## config.mk

```make
export PLATFORM = sky130hd
export DESIGN_NAME = tick_counter
export DESIGN_NICKNAME = d
export VERILOG_FILES = /design/src/tick_pkg.sv /design/src/prescale_if.sv /design/src/tick_prescaler.sv /design/src/tick_edge_sync.sv /design/src/tick_counter.sv
export SDC_FILE = /design/constraint.sdc
export NUM_CORES = 1
export LEC_CHECK = 0
export BUFFER_PORTS_ARGS = -buffer_cell sky130_fd_sc_hd__buf_2
export CORE_MARGIN = 2
export CORE_UTILIZATION = 55
export DETAILED_ROUTE_END_ITERATION = 7
export PLACE_DENSITY_LB_ADDON = 0.2
export RECOVER_POWER = 25
export SLEW_MARGIN = 5
export SYNTH_ARGS = -nofsm -noshare
export SYNTH_HDL_FRONTEND = slang
export SYNTH_SLANG_ARGS = --single-unit
```

## constraint.sdc

```tcl
create_clock -name hclk -period 7.09 [get_ports hclk]
set_clock_uncertainty 0.05 [all_clocks]
set_input_delay 0.3545 -clock hclk [delete_from_list [all_inputs] [get_ports hclk]]
set_output_delay 0.3545 -clock hclk [all_outputs]
set_load 0.01 [all_outputs]
```

## src/tick_pkg.sv

```systemverilog
// Constants, field positions and state types of the prescaled tick counter.
// Assumes a single clock domain on hclk with an active-low async reset.
package tick_pkg;

    // ----------------------------------------------------------------
    // Register offsets (byte addresses on the AHB-Lite bus)
    // ----------------------------------------------------------------
    localparam logic [4:0] OFS_CONTROL = 5'h00;
    localparam logic [4:0] OFS_LOW     = 5'h04;
    localparam logic [4:0] OFS_BUFFER  = 5'h08;
    localparam logic [4:0] OFS_STATUS  = 5'h0C;
    localparam logic [4:0] OFS_IRQ     = 5'h10;

    // ----------------------------------------------------------------
    // Control register fields and reset values
    // ----------------------------------------------------------------
    localparam int         RUN_BIT      = 7;
    localparam int         WIDTH_BIT    = 6;
    localparam int         SOURCE_BIT   = 5;
    localparam int         EDGE_BIT     = 4;
    localparam int         BYPASS_BIT   = 3;
    localparam int         RATIO_MSB    = 2;
    localparam int         RATIO_LSB    = 0;
    localparam int         OVF_BIT      = 0;
    localparam int         IRQ_EN_BIT   = 0;
    localparam logic [7:0] CTRL_RESET   = 8'hFF;
    localparam logic [7:0] BYTE_MAX     = 8'hFF;
    localparam logic [1:0] INHIBIT_CYCLES = 2'h2;

    // ----------------------------------------------------------------
    // State types
    // ----------------------------------------------------------------
    typedef struct packed {
        logic [7:0]  ctrl;
        logic [7:0]  lo;
        logic [7:0]  hi;
        logic [7:0]  hbuf;
        logic        ovf;
        logic        irq_en;
        logic [1:0]  inhibit;
        logic        wr_pend;
        logic [4:0]  wr_addr;
        logic [31:0] rdata;
    } core_state_t;

    typedef struct packed {
        logic [7:0] cnt;
    } prescale_state_t;

    typedef struct packed {
        logic meta;
        logic sync;
        logic prev;
    } edge_state_t;

endpackage : tick_pkg

```

## src/prescale_if.sv

```systemverilog
// Carrier between the counter core and its prescaler.
// Assumes both ends run on the same clock.
`timescale 1ns/100ps
interface prescale_if;
    logic       src_tick;
    logic       clear;
    logic [2:0] ratio;
    logic       pre_tick;

    modport core      (output src_tick, output clear, output ratio,
                       input pre_tick);
    modport prescaler (input src_tick, input clear, input ratio,
                       output pre_tick);
endinterface : prescale_if

```

## src/tick_prescaler.sv

```systemverilog
// Eight-bit prescaler with power-of-two ratio select.
// Assumes the core gates src_tick and pulses clear for one cycle.
`timescale 1ns/100ps
module tick_prescaler
    import tick_pkg::*;
(
    input  wire logic        hclk,
    input  wire logic        hresetn,
    prescale_if.prescaler    pif
);

    prescale_state_t q;
    prescale_state_t d;
    logic [7:0]      mask;

    // Ratio 000 divides by two, 111 by 256.
    assign mask = BYTE_MAX >> (3'h7 - pif.ratio);  // see RQ9
    assign pif.pre_tick = pif.src_tick && ((q.cnt & mask) == mask);

    always_comb begin
        d = q;
        if (pif.clear) begin
            d.cnt = 8'h00;  // see RQ10
        end else if (pif.src_tick) begin
            d.cnt = q.cnt + 8'h01;  // see RQ8
        end
    end

    always_ff @(posedge hclk or negedge hresetn) begin
        if (!hresetn) begin
            q <= '0;
        end else begin
            q <= d;
        end
    end

endmodule : tick_prescaler

```

## src/tick_edge_sync.sv

```systemverilog
// Synchroniser and edge picker for the external count pin.
// Assumes the pin is asynchronous to hclk.
`timescale 1ns/100ps
module tick_edge_sync
    import tick_pkg::*;
(
    input  wire logic hclk,
    input  wire logic hresetn,
    input  wire logic ext_count_pin,
    input  wire logic edge_select,
    output logic      ext_edge
);

    edge_state_t q;
    edge_state_t d;

    always_comb begin
        d      = q;
        d.meta = ext_count_pin;  // see RQ5
        d.sync = q.meta;
        d.prev = q.sync;
    end

    // Only the second stage and its delayed copy feed the edge picker.
    assign ext_edge = edge_select ? (q.prev && !q.sync)  // see RQ4
                                  : (!q.prev && q.sync);

    always_ff @(posedge hclk or negedge hresetn) begin
        if (!hresetn) begin
            q <= '0;
        end else begin
            q <= d;
        end
    end

endmodule : tick_edge_sync

```

## src/tick_counter.sv

```systemverilog
// Top of the 8/16-bit prescaled tick counter with its AHB-Lite slave.
// Assumes hclk is the instruction clock and sleep_mode is on hclk too.
//
// How it works
// RQ1 - Width select set gives an 8-bit counter, cleared gives 16 bits.
// RQ2 - Source select cleared counts instruction clocks, every clock with bypass set.
// RQ3 - Source select set counts transitions of the external count pin.
// RQ4 - Edge select cleared counts rising pin edges, set counts falling.
// RQ5 - The external pin is synchronised before it can cause an increment.
// RQ6 - A count write blocks counting for the next two clocks.
// RQ7 - Bypass set feeds the counter directly, cleared feeds it prescaled.
// RQ8 - The prescaler is an 8-bit counter hidden from software.
// RQ9 - Three ratio bits select 1:2 through 1:256, 111 being 1:256.
// RQ10 - With prescaler assigned, a count write clears the prescaler.
// RQ11 - A count write never changes the prescaler assignment.
// RQ12 - Prescaler assignment may change at any time while counting.
// RQ13 - In 16-bit mode software only sees a buffer for the high byte.
// RQ14 - Reading the low byte copies the real high byte into the buffer.
// RQ15 - Software writes the buffer first; low write loads it high.
// RQ16 - The control register is read/write and governs all operation.
// RQ17 - Overflow flag sets on wrap at 8 or 16 bits per width select.
// RQ18 - Enable bit masks the interrupt; software clears flag before enabling.
// RQ19 - Counting stops during sleep, so no overflow can wake the core.
// RQ20 - Run bit set counts, cleared halts and holds the value.
// RQ21 - In 8-bit mode only the low byte counts; high byte untouched.
`timescale 1ns/100ps
module tick_counter
    import tick_pkg::*;
(
    input  wire logic        hclk,
    input  wire logic        hresetn,
    input  wire logic        hsel,
    input  wire logic [31:0] haddr,
    input  wire logic [1:0]  htrans,
    input  wire logic        hwrite,
    input  wire logic [2:0]  hsize,
    input  wire logic [31:0] hwdata,
    input  wire logic        hready,
    output logic [31:0]      hrdata,
    output logic             hreadyout,
    output logic             hresp,
    input  wire logic        ext_count_pin,
    input  wire logic        sleep_mode,
    output logic             overflow_irq
);

    // ----------------------------------------------------------------
    // Declarations
    // ----------------------------------------------------------------
    core_state_t q;
    core_state_t d;
    prescale_if  pif ();
    logic        accept;
    logic        rd_accept;
    logic        wr_low;
    logic        wr_ctrl;
    logic        wr_buf;
    logic        wr_stat;
    logic        wr_irq;
    logic        width8;
    logic        bypass;
    logic        active;
    logic        ext_edge;
    logic        tick;
    logic        advance;
    logic        ovf_set;
    logic [15:0] cnt16;
    logic [15:0] cnt16_inc;

    // ----------------------------------------------------------------
    // Sub-blocks
    // ----------------------------------------------------------------
    tick_edge_sync u_edge (
        .hclk          (hclk),
        .hresetn       (hresetn),
        .ext_count_pin (ext_count_pin),
        .edge_select   (q.ctrl[EDGE_BIT]),
        .ext_edge      (ext_edge)
    );

    tick_prescaler u_pre (
        .hclk    (hclk),
        .hresetn (hresetn),
        .pif     (pif)
    );

    // ----------------------------------------------------------------
    // Bus decode
    // ----------------------------------------------------------------
    // Hsize is ignored; every register is one aligned word.
    assign accept    = hsel && hready && htrans[1];
    assign rd_accept = accept && !hwrite;
    assign wr_low    = q.wr_pend && (q.wr_addr == OFS_LOW);
    assign wr_ctrl   = q.wr_pend && (q.wr_addr == OFS_CONTROL);
    assign wr_buf    = q.wr_pend && (q.wr_addr == OFS_BUFFER);
    assign wr_stat   = q.wr_pend && (q.wr_addr == OFS_STATUS);
    assign wr_irq    = q.wr_pend && (q.wr_addr == OFS_IRQ);

    // ----------------------------------------------------------------
    // Count path
    // ----------------------------------------------------------------
    assign width8 = q.ctrl[WIDTH_BIT];  // see RQ1
    assign bypass = q.ctrl[BYPASS_BIT];
    assign active = q.ctrl[RUN_BIT] && !sleep_mode;  // see RQ19 see RQ20

    // Assignment switches at once; no stop is needed to change it.
    assign pif.src_tick = active && (q.ctrl[SOURCE_BIT] ? ext_edge  // see RQ3
                                                        : 1'b1);    // see RQ2
    assign pif.ratio    = q.ctrl[RATIO_MSB:RATIO_LSB];
    assign pif.clear    = wr_low && !bypass;  // see RQ10
    assign tick         = bypass ? pif.src_tick : pif.pre_tick;  // see RQ7 see RQ12
    assign advance      = tick && (q.inhibit == 2'h0);  // see RQ6

    assign cnt16     = {q.hi, q.lo};
    assign cnt16_inc = cnt16 + 16'h0001;
    assign ovf_set   = advance && (q.lo == BYTE_MAX)  // see RQ17
                       && (width8 || (q.hi == BYTE_MAX));

    // ----------------------------------------------------------------
    // Next state
    // ----------------------------------------------------------------
    always_comb begin
        d         = q;
        d.wr_pend = accept && hwrite;
        d.wr_addr = haddr[4:0];
        if (q.inhibit != 2'h0) begin
            d.inhibit = q.inhibit - 2'h1;
        end
        if (advance) begin
            if (width8) begin
                d.lo = cnt16_inc[7:0];  // see RQ21
            end else begin
                {d.hi, d.lo} = cnt16_inc;
            end
        end
        // A write lands after counting, so the written value wins.
        if (wr_low) begin  // see RQ11
            d.lo      = hwdata[7:0];
            d.inhibit = INHIBIT_CYCLES;  // see RQ6
            if (!width8) begin
                d.hi = q.hbuf;  // see RQ15
            end
        end
        if (wr_ctrl) begin
            d.ctrl = hwdata[7:0];  // see RQ16
        end
        if (wr_buf) begin
            d.hbuf = hwdata[7:0];  // see RQ13
        end
        if (wr_stat && hwdata[OVF_BIT]) begin
            d.ovf = 1'b0;
        end
        if (wr_irq) begin
            d.irq_en = hwdata[IRQ_EN_BIT];  // see RQ18
        end
        // An overflow in the clearing cycle is kept.
        if (ovf_set) begin
            d.ovf = 1'b1;  // see RQ17
        end
        if (rd_accept) begin
            unique case (haddr[4:0])
                OFS_CONTROL: d.rdata = {24'h000000, q.ctrl};
                OFS_LOW: begin
                    d.rdata = {24'h000000, q.lo};
                    d.hbuf  = q.hi;  // see RQ14
                end
                OFS_BUFFER:  d.rdata = {24'h000000, q.hbuf};  // see RQ13
                OFS_STATUS:  d.rdata = {31'h00000000, q.ovf};
                OFS_IRQ:     d.rdata = {31'h00000000, q.irq_en};
                default:     d.rdata = 32'h00000000;
            endcase
        end
    end

    always_ff @(posedge hclk or negedge hresetn) begin
        if (!hresetn) begin
            q      <= '0;
            q.ctrl <= CTRL_RESET;
        end else begin
            q <= d;
        end
    end

    // ----------------------------------------------------------------
    // Outputs
    // ----------------------------------------------------------------
    // Zero wait states keep reads coherent with the buffer copy.
    assign hrdata       = q.rdata;
    assign hreadyout    = 1'b1;
    assign hresp        = 1'b0;
    assign overflow_irq = q.ovf && q.irq_en;  // see RQ18

    // ----------------------------------------------------------------
    // Assertions
    // ----------------------------------------------------------------
    property p_inhibit_load;
        @(posedge hclk) disable iff (!hresetn)
        wr_low |=> (q.inhibit == 2'h2);
    endproperty
    a_inhibit_load: assert property (p_inhibit_load)  // see RQ6
        else $error("Count write did not start the two-cycle inhibit.");

    property p_inhibit_hold;
        @(posedge hclk) disable iff (!hresetn)
        wr_low ##1 (!wr_low)[*2] |-> $stable(cnt16) ##1 $stable(cnt16);
    endproperty
    a_inhibit_hold: assert property (p_inhibit_hold)  // see RQ6
        else $error("Count moved during the inhibit after a write.");

    property p_width8_high;
        @(posedge hclk) disable iff (!hresetn)
        (width8 && !wr_low) |=> (q.hi == $past(q.hi));
    endproperty
    a_width8_high: assert property (p_width8_high)  // see RQ21
        else $error("High byte changed in 8-bit mode.");

    property p_wrap_flag;
        @(posedge hclk) disable iff (!hresetn)
        (advance && !wr_low && q.lo == 8'hFF && (width8 || q.hi == 8'hFF))
        |=> q.ovf && (q.lo == 8'h00);
    endproperty
    a_wrap_flag: assert property (p_wrap_flag)  // see RQ17
        else $error("Wrap did not set the overflow flag.");

    property p_no_false_flag;
        @(posedge hclk) disable iff (!hresetn)
        (!q.ovf && !width8 && q.hi != 8'hFF) |=> !q.ovf;
    endproperty
    a_no_false_flag: assert property (p_no_false_flag)  // see RQ17
        else $error("Overflow flag set without a 16-bit wrap.");

    property p_read_copy;
        @(posedge hclk) disable iff (!hresetn)
        (rd_accept && haddr[4:0] == OFS_LOW)
        |=> (q.hbuf == $past(q.hi)) && (hrdata[7:0] == $past(q.lo));
    endproperty
    a_read_copy: assert property (p_read_copy)  // see RQ14
        else $error("Low-byte read did not latch the high byte.");

    property p_write_load;
        @(posedge hclk) disable iff (!hresetn)
        (wr_low && !width8) |=> (q.hi == $past(q.hbuf))
                                && (q.lo == $past(hwdata[7:0]));
    endproperty
    a_write_load: assert property (p_write_load)  // see RQ15
        else $error("Low-byte write did not load the buffered high byte.");

    property p_halt;
        @(posedge hclk) disable iff (!hresetn)
        (!q.ctrl[RUN_BIT] && !wr_low) |=> $stable(cnt16);
    endproperty
    a_halt: assert property (p_halt)  // see RQ20
        else $error("Counter moved while halted.");

    property p_sleep;
        @(posedge hclk) disable iff (!hresetn)
        (sleep_mode && !wr_low) |=> $stable(cnt16) && $stable(q.ovf)
                                    || $past(wr_stat);
    endproperty
    a_sleep: assert property (p_sleep)  // see RQ19
        else $error("Counter moved during sleep.");

    property p_direct_count;
        @(posedge hclk) disable iff (!hresetn)
        (active && bypass && !q.ctrl[SOURCE_BIT] && q.inhibit == 2'h0
         && !wr_low && width8)
        |=> (q.lo == $past(q.lo) + 8'h01);
    endproperty
    a_direct_count: assert property (p_direct_count)  // see RQ2 see RQ7
        else $error("Unprescaled internal count did not step each clock.");

    property p_ctrl_write;
        @(posedge hclk) disable iff (!hresetn)
        wr_ctrl |=> (q.ctrl == $past(hwdata[7:0]));
    endproperty
    a_ctrl_write: assert property (p_ctrl_write)  // see RQ16
        else $error("Control write did not land.");

    property p_ctrl_kept;
        @(posedge hclk) disable iff (!hresetn)
        wr_low |=> $stable(q.ctrl);
    endproperty
    a_ctrl_kept: assert property (p_ctrl_kept)  // see RQ11
        else $error("Count write changed the control register.");

    property p_buf_write;
        @(posedge hclk) disable iff (!hresetn)
        (wr_buf && !(rd_accept && haddr[4:0] == OFS_LOW))
        |=> (q.hbuf == $past(hwdata[7:0]));
    endproperty
    a_buf_write: assert property (p_buf_write)  // see RQ13
        else $error("Buffer write did not land in the buffer byte.");

    property p_ext_only;
        @(posedge hclk) disable iff (!hresetn)
        (q.ctrl[SOURCE_BIT] && bypass && !ext_edge && !wr_low)
        |=> $stable(cnt16);
    endproperty
    a_ext_only: assert property (p_ext_only)  // see RQ3
        else $error("Counter moved without a pin edge in counter mode.");

    property p_prescaled_only;
        @(posedge hclk) disable iff (!hresetn)
        (!bypass && !pif.pre_tick && !wr_low) |=> $stable(cnt16);
    endproperty
    a_prescaled_only: assert property (p_prescaled_only)  // see RQ7
        else $error("Counter moved without a prescaler tick.");

    property p_stat_clear;
        @(posedge hclk) disable iff (!hresetn)
        (wr_stat && hwdata[OVF_BIT] && !ovf_set) |=> !q.ovf;
    endproperty
    a_stat_clear: assert property (p_stat_clear)  // see RQ18
        else $error("Status write did not clear the overflow flag.");

endmodule : tick_counter

```

### Yosys cells after proc, flatten, opt, wreduce, memory -nomap -nowiden

Cells that the tools add are included.

| word-level totals | value |
|---|---|
| flip-flop bits (word level) | 85 |
| latch bits | 0 |
| bits in writable memories | 0 |
| ROM bits | 0 |
| input port bits | 76 |
| output and inout bits | 35 |
| logic and storage cells | 82 |
| memories | 0 |

| cells by class | value |
|---|---|
| add/subtract/negate cells | 4 |
| multiply operators | 0 |
| divide/modulo/power cells | 0 |
| magnitude comparators | 0 |
| equal/unequal tests | 11 |
| shift operators | 1 |
| multiplexer cells | 17 |
| bitwise operators | 1 |
| reduce and logical (&&, ||, !) cells | 34 |

Operators with widths:

| cell | number |
|---|---|
| $mux W8 | 7 |
| $pmux W8 S5 | 1 |
| $mux W16 | 2 |
| $eq A5 B4 Y1 const B | 4 |
| $logic_and A1 B1 Y1 | 20 |
| $add A16 B1 Y16 const B | 1 |
| $eq A8 B8 Y1 const B | 2 |
| $eq A5 B3 Y1 const B | 2 |
| $eq A5 B5 Y1 const B | 2 |
| $logic_not A5 Y1 | 2 |
| $reduce_bool A2 Y1 | 5 |
| $add A8 B1 Y8 const B | 1 |
| $and A8 B8 Y8 | 1 |
| $eq A8 B8 Y1 | 1 |
| $shr A8 B3 Y8 const A | 1 |
| $logic_not A1 Y1 | 5 |
| $mux W1 | 5 |
| $mux W2 | 2 |
| $sub A3 B3 Y3 const A | 1 |
| $logic_not A2 Y1 | 1 |
| $sub A2 B1 Y2 const B | 1 |
| $logic_or A1 B1 Y1 | 1 |

### Logic depth before layout (Yosys ltp)

| depth | value |
|---|---|
| depth after elaboration | 11 |
| mapped depth | 7 |
| depth with buffers taken out | 6 |

### Modules after synthesis

From an unflattened synthesis, not the netlist that was laid out.

| unflattened totals | value |
|---|---|
| cell total of the unflattened synthesis | 334 |
| area, all modules | 3,365.7 µm² |

By module, submodules not included:

| module | times used | cells an instance | area an instance (µm²) | seq. area each (µm²) |
|---|---|---|---|---|
| tick_counter | 1 | 283 | 2,824.0 | 1,261.2 |
| tick_prescaler | 1 | 45 | 444.2 | 200.2 |
| tick_edge_sync | 1 | 6 | 97.6 | 75.1 |

### Worst setup path after synthesis

OpenSTA, ideal clock, no wires.

| timing | value |
|---|---|
| path kind | reg2reg |
| from | register u_edge.q[0] in the netlist's numbering |
| to | register with a tool-made name |
| setup time | 0.078 ns |
| data arrival time | 2.234 ns |
| required time | 6.962 ns |
| path slack | 4.728 ns |
| cell stages (with the launch flop) | 7 |
| path buffers | 0 |
| period minus slack after synthesis | 2.362 ns |
| cell sequence | dfrtp_1 or3b_4 a311oi_4 nand2_2 or3_4 or4_1 o21bai_1 |

RTL lines:

| item | line | source |
|---|---|---|
| start, declared | tick_edge_sync.sv:14 | `edge_state_t q;` |
| start signal, assigned | tick_edge_sync.sv:30 | `q <= '0;` |
| start signal, assigned | tick_edge_sync.sv:32 | `q <= d;` |

==> out/qor.yml <==
worst_setup_path:
  crit_family: "buffers and inverters"
  critPathLaunchType: "primary input"
  criticalPathCategory: "in -> async"
  worst-path-stages: 2
  crit_arrival_ps: 2730
  critPathBufInv: 2
  critical_path_peak_fanout: 61
  critPathMaxStageDelay_ps: 2250
  path_cells: "buf_2, clkbuf_1"
  critPathSlowestCell: "clkbuf_1"
  crit_required_ps: 6760
  reg2reg_depth: 6
  end_kind: "asynchronous set/reset pin"
floorplan:
  die_x_um: 82.2
  fp.dieH_um: 82.2
  rows: 28
  core_um2: 5920
  io-pin-count: 111
  initial_core_util: 0.567
  design.die.area_um2: 6750
detailed_routing:
  drtIter0Drc: 142
  route.detailed.drc: 0
  vias_per_cell: 5.68
  wl_mm: 6.94
  routedWlPerCell_um: 15.6
  antenna_left: 0
  firstDrtPassIters: 6
  num_vias: 2520
logic_synthesis:
  yosysSeqAreaShare: 0.457
  synth_cell_type_count: 52
  synth_ff_type: "dfrtp_1"
  synth_top_area_frac: 0.395
  async_reset_ff_frac: 1.00
  synth_cells: 345
  synth_area_um2: 3360
  syn_area_per_cell_um2: 9.74
  yosysWarningCount: 0
  synth_area_leaders: "dfrtp_1 39%, buf_4 7.6%, dfstp_2 6.3%, nand2_1 3.5%, nor2_1 3.4%"
  synth-seq-cells: 61
  yosysMostFrequentCell: "dfrtp_1"
  yosys.area.top_type: "dfrtp_1"
  synth_edf_count: 0
  ys_top_cells_by_count: "53 x dfrtp_1, 34 x buf_4, 31 x nand2_1, 30 x nor2_1, 17 x o21ai_0"
timing:
  fin_crit_sh: 0.432
  rsz0062_at_grt: "no"
  setup_viol: 0
  slew_violations: 62
  tightest_slew_ps: 3220
  fin_setup_tns_ps: 0
  period_minus_slack_ps: 3060
  hold_viol: 0
  fmax_ghz: 0.326
  max_slew_margin: -1.15
layout:
  antenna_cells: 0
  n_fill_cell: 549
  fin_util: 0.605
  syn_to_final_growth_pct: 6.63
  nets: 443
  drive_gt1_frac: 0.165
  finalNonFillerCells: 444
global_route:
  grt_first_pass_wirelength_mm: 11.3
  grt_pass1_vias: 2253
  grt-busiest-layer: "met2"
  grt_max_degree: 62
  grt.total_usage: 0.226
  grtUsageMet1: 0.327
  overflow: 0
  grtUsageMet2: 0.331
  grt_antenna_before_repair: 0
  gr-usage-met3: 0.0424
placed_design:
  place.gp.congestion: 0.872
  dp.cells: 428
  hpwlAfterDp_mm: 4.85
  numPortBuffers: 29
cts:
  cts-root-buf: "clkbuf_8"
  h-tree-depth: 3
  numCtsBuffers: 9
  clock-sinks: 61
  cts_tree: "yes"
  cts_setup_buffers: 0
  cts.clk_slew.worst_paths_ps: 60
  cts_resized: 0
  hold_buffers: 0
  cts_buffer_depth: 2
  clkLatencyLatePin_ps: 340
status:
  violations: "capacitance limit, slew limit"
  status: "finished with violations"
worst_hold_path:
  holdPathStages: 1
  hp-class: "in -> reg"
pwr:
  power_density_nw_per_um2: 248
  p_total_uw: 889
  leakagePower_uw: 0.00158
  ir_drop_mv: 0.129
job:
  max_cap_viol_count: 1
==> kinds of logic after synthesis <==
logic type      synth area share
flops                      0.457
simple gates               0.190
other cells              0.00224
mux                       0.0629
xor+xnor                  0.0391
buf+inv                   0.0976
compound gates             0.140
fa+ha+maj                 0.0112
==> area by class of cell <==
cell class | count | area [µm²] | share of cell area
clock buffer | 14 | 163 | 0.0454
timing repair buffer | 30 | 143 | 0.0398
tap | 75 | 93.8 | 0.0262
inverter | 7 | 26.3 | 0.00733
clock inverter | 2 | 35.0 | 0.00978
multi-input combinational | 255 | 1590 | 0.443
sequential | 61 | 1540 | 0.429
==> cell usage in the layout, fill, tap and decap left out, drive strengths merged, types with 9 or more instances in the layout <==
master  synthesis  final
nand3          10     10
mux2i          11     11
nor2           30     30
dfrtp          53     53
o21ai          20     20
nand2          32     32
buf            36     24
a21oi          13     13
nor3           11     11
clkbuf         10     20
mux2            9      9
conb            2     26
==> path summary, 6_finish.rpt <==
kind                                       startpoint                          to  slack, ps
worst max-delay path                          hresetn  asynchronous set/reset pin       4030
worst min-delay path                    ext_count_pin       u_edge.d[1]$_DFF_PN0_         80
worst max register to register  u_edge.q[0]$_DFF_PN0_                    register       4120
worst min register to register  u_edge.d[1]$_DFF_PN0_       u_edge.d[0]$_DFF_PN0_        300
max in group hclk               u_edge.q[0]$_DFF_PN0_                    register       4120
min in group asynchronous                     hresetn             q[32]$_DFF_PN0_       1130
==> layer usage <==
| layer | routed length, µm | up-vias |
|---|---|---|
| li1 | - | 1218 |
| met1 | 3260 | 1204 |
| met2 | 3170 | 84 |
| met3 | 379 | 14 |
| met4 | 136 | 0 |
| met5 | 0 | - |
==> report_power, final <==
group          total (µW)  switching (µW)  internal, µW
logic                 132            72.8          59.6
registers             447            51.3           396
clock network         310             128           182
==> metrics by stage <==
stage                     cell area, µm²  setup slack, ps  hold slack, ps
after global placement              3390             4180             282
after floorplan                     3450             4730            8.91
after detailed placement            3390             4130             286
final                               3580             4030            76.3
after CTS                           3590             4110            62.9
after global routing                3580             3320            56.9
Note: power is estimated with default switching activity, not from simulation.
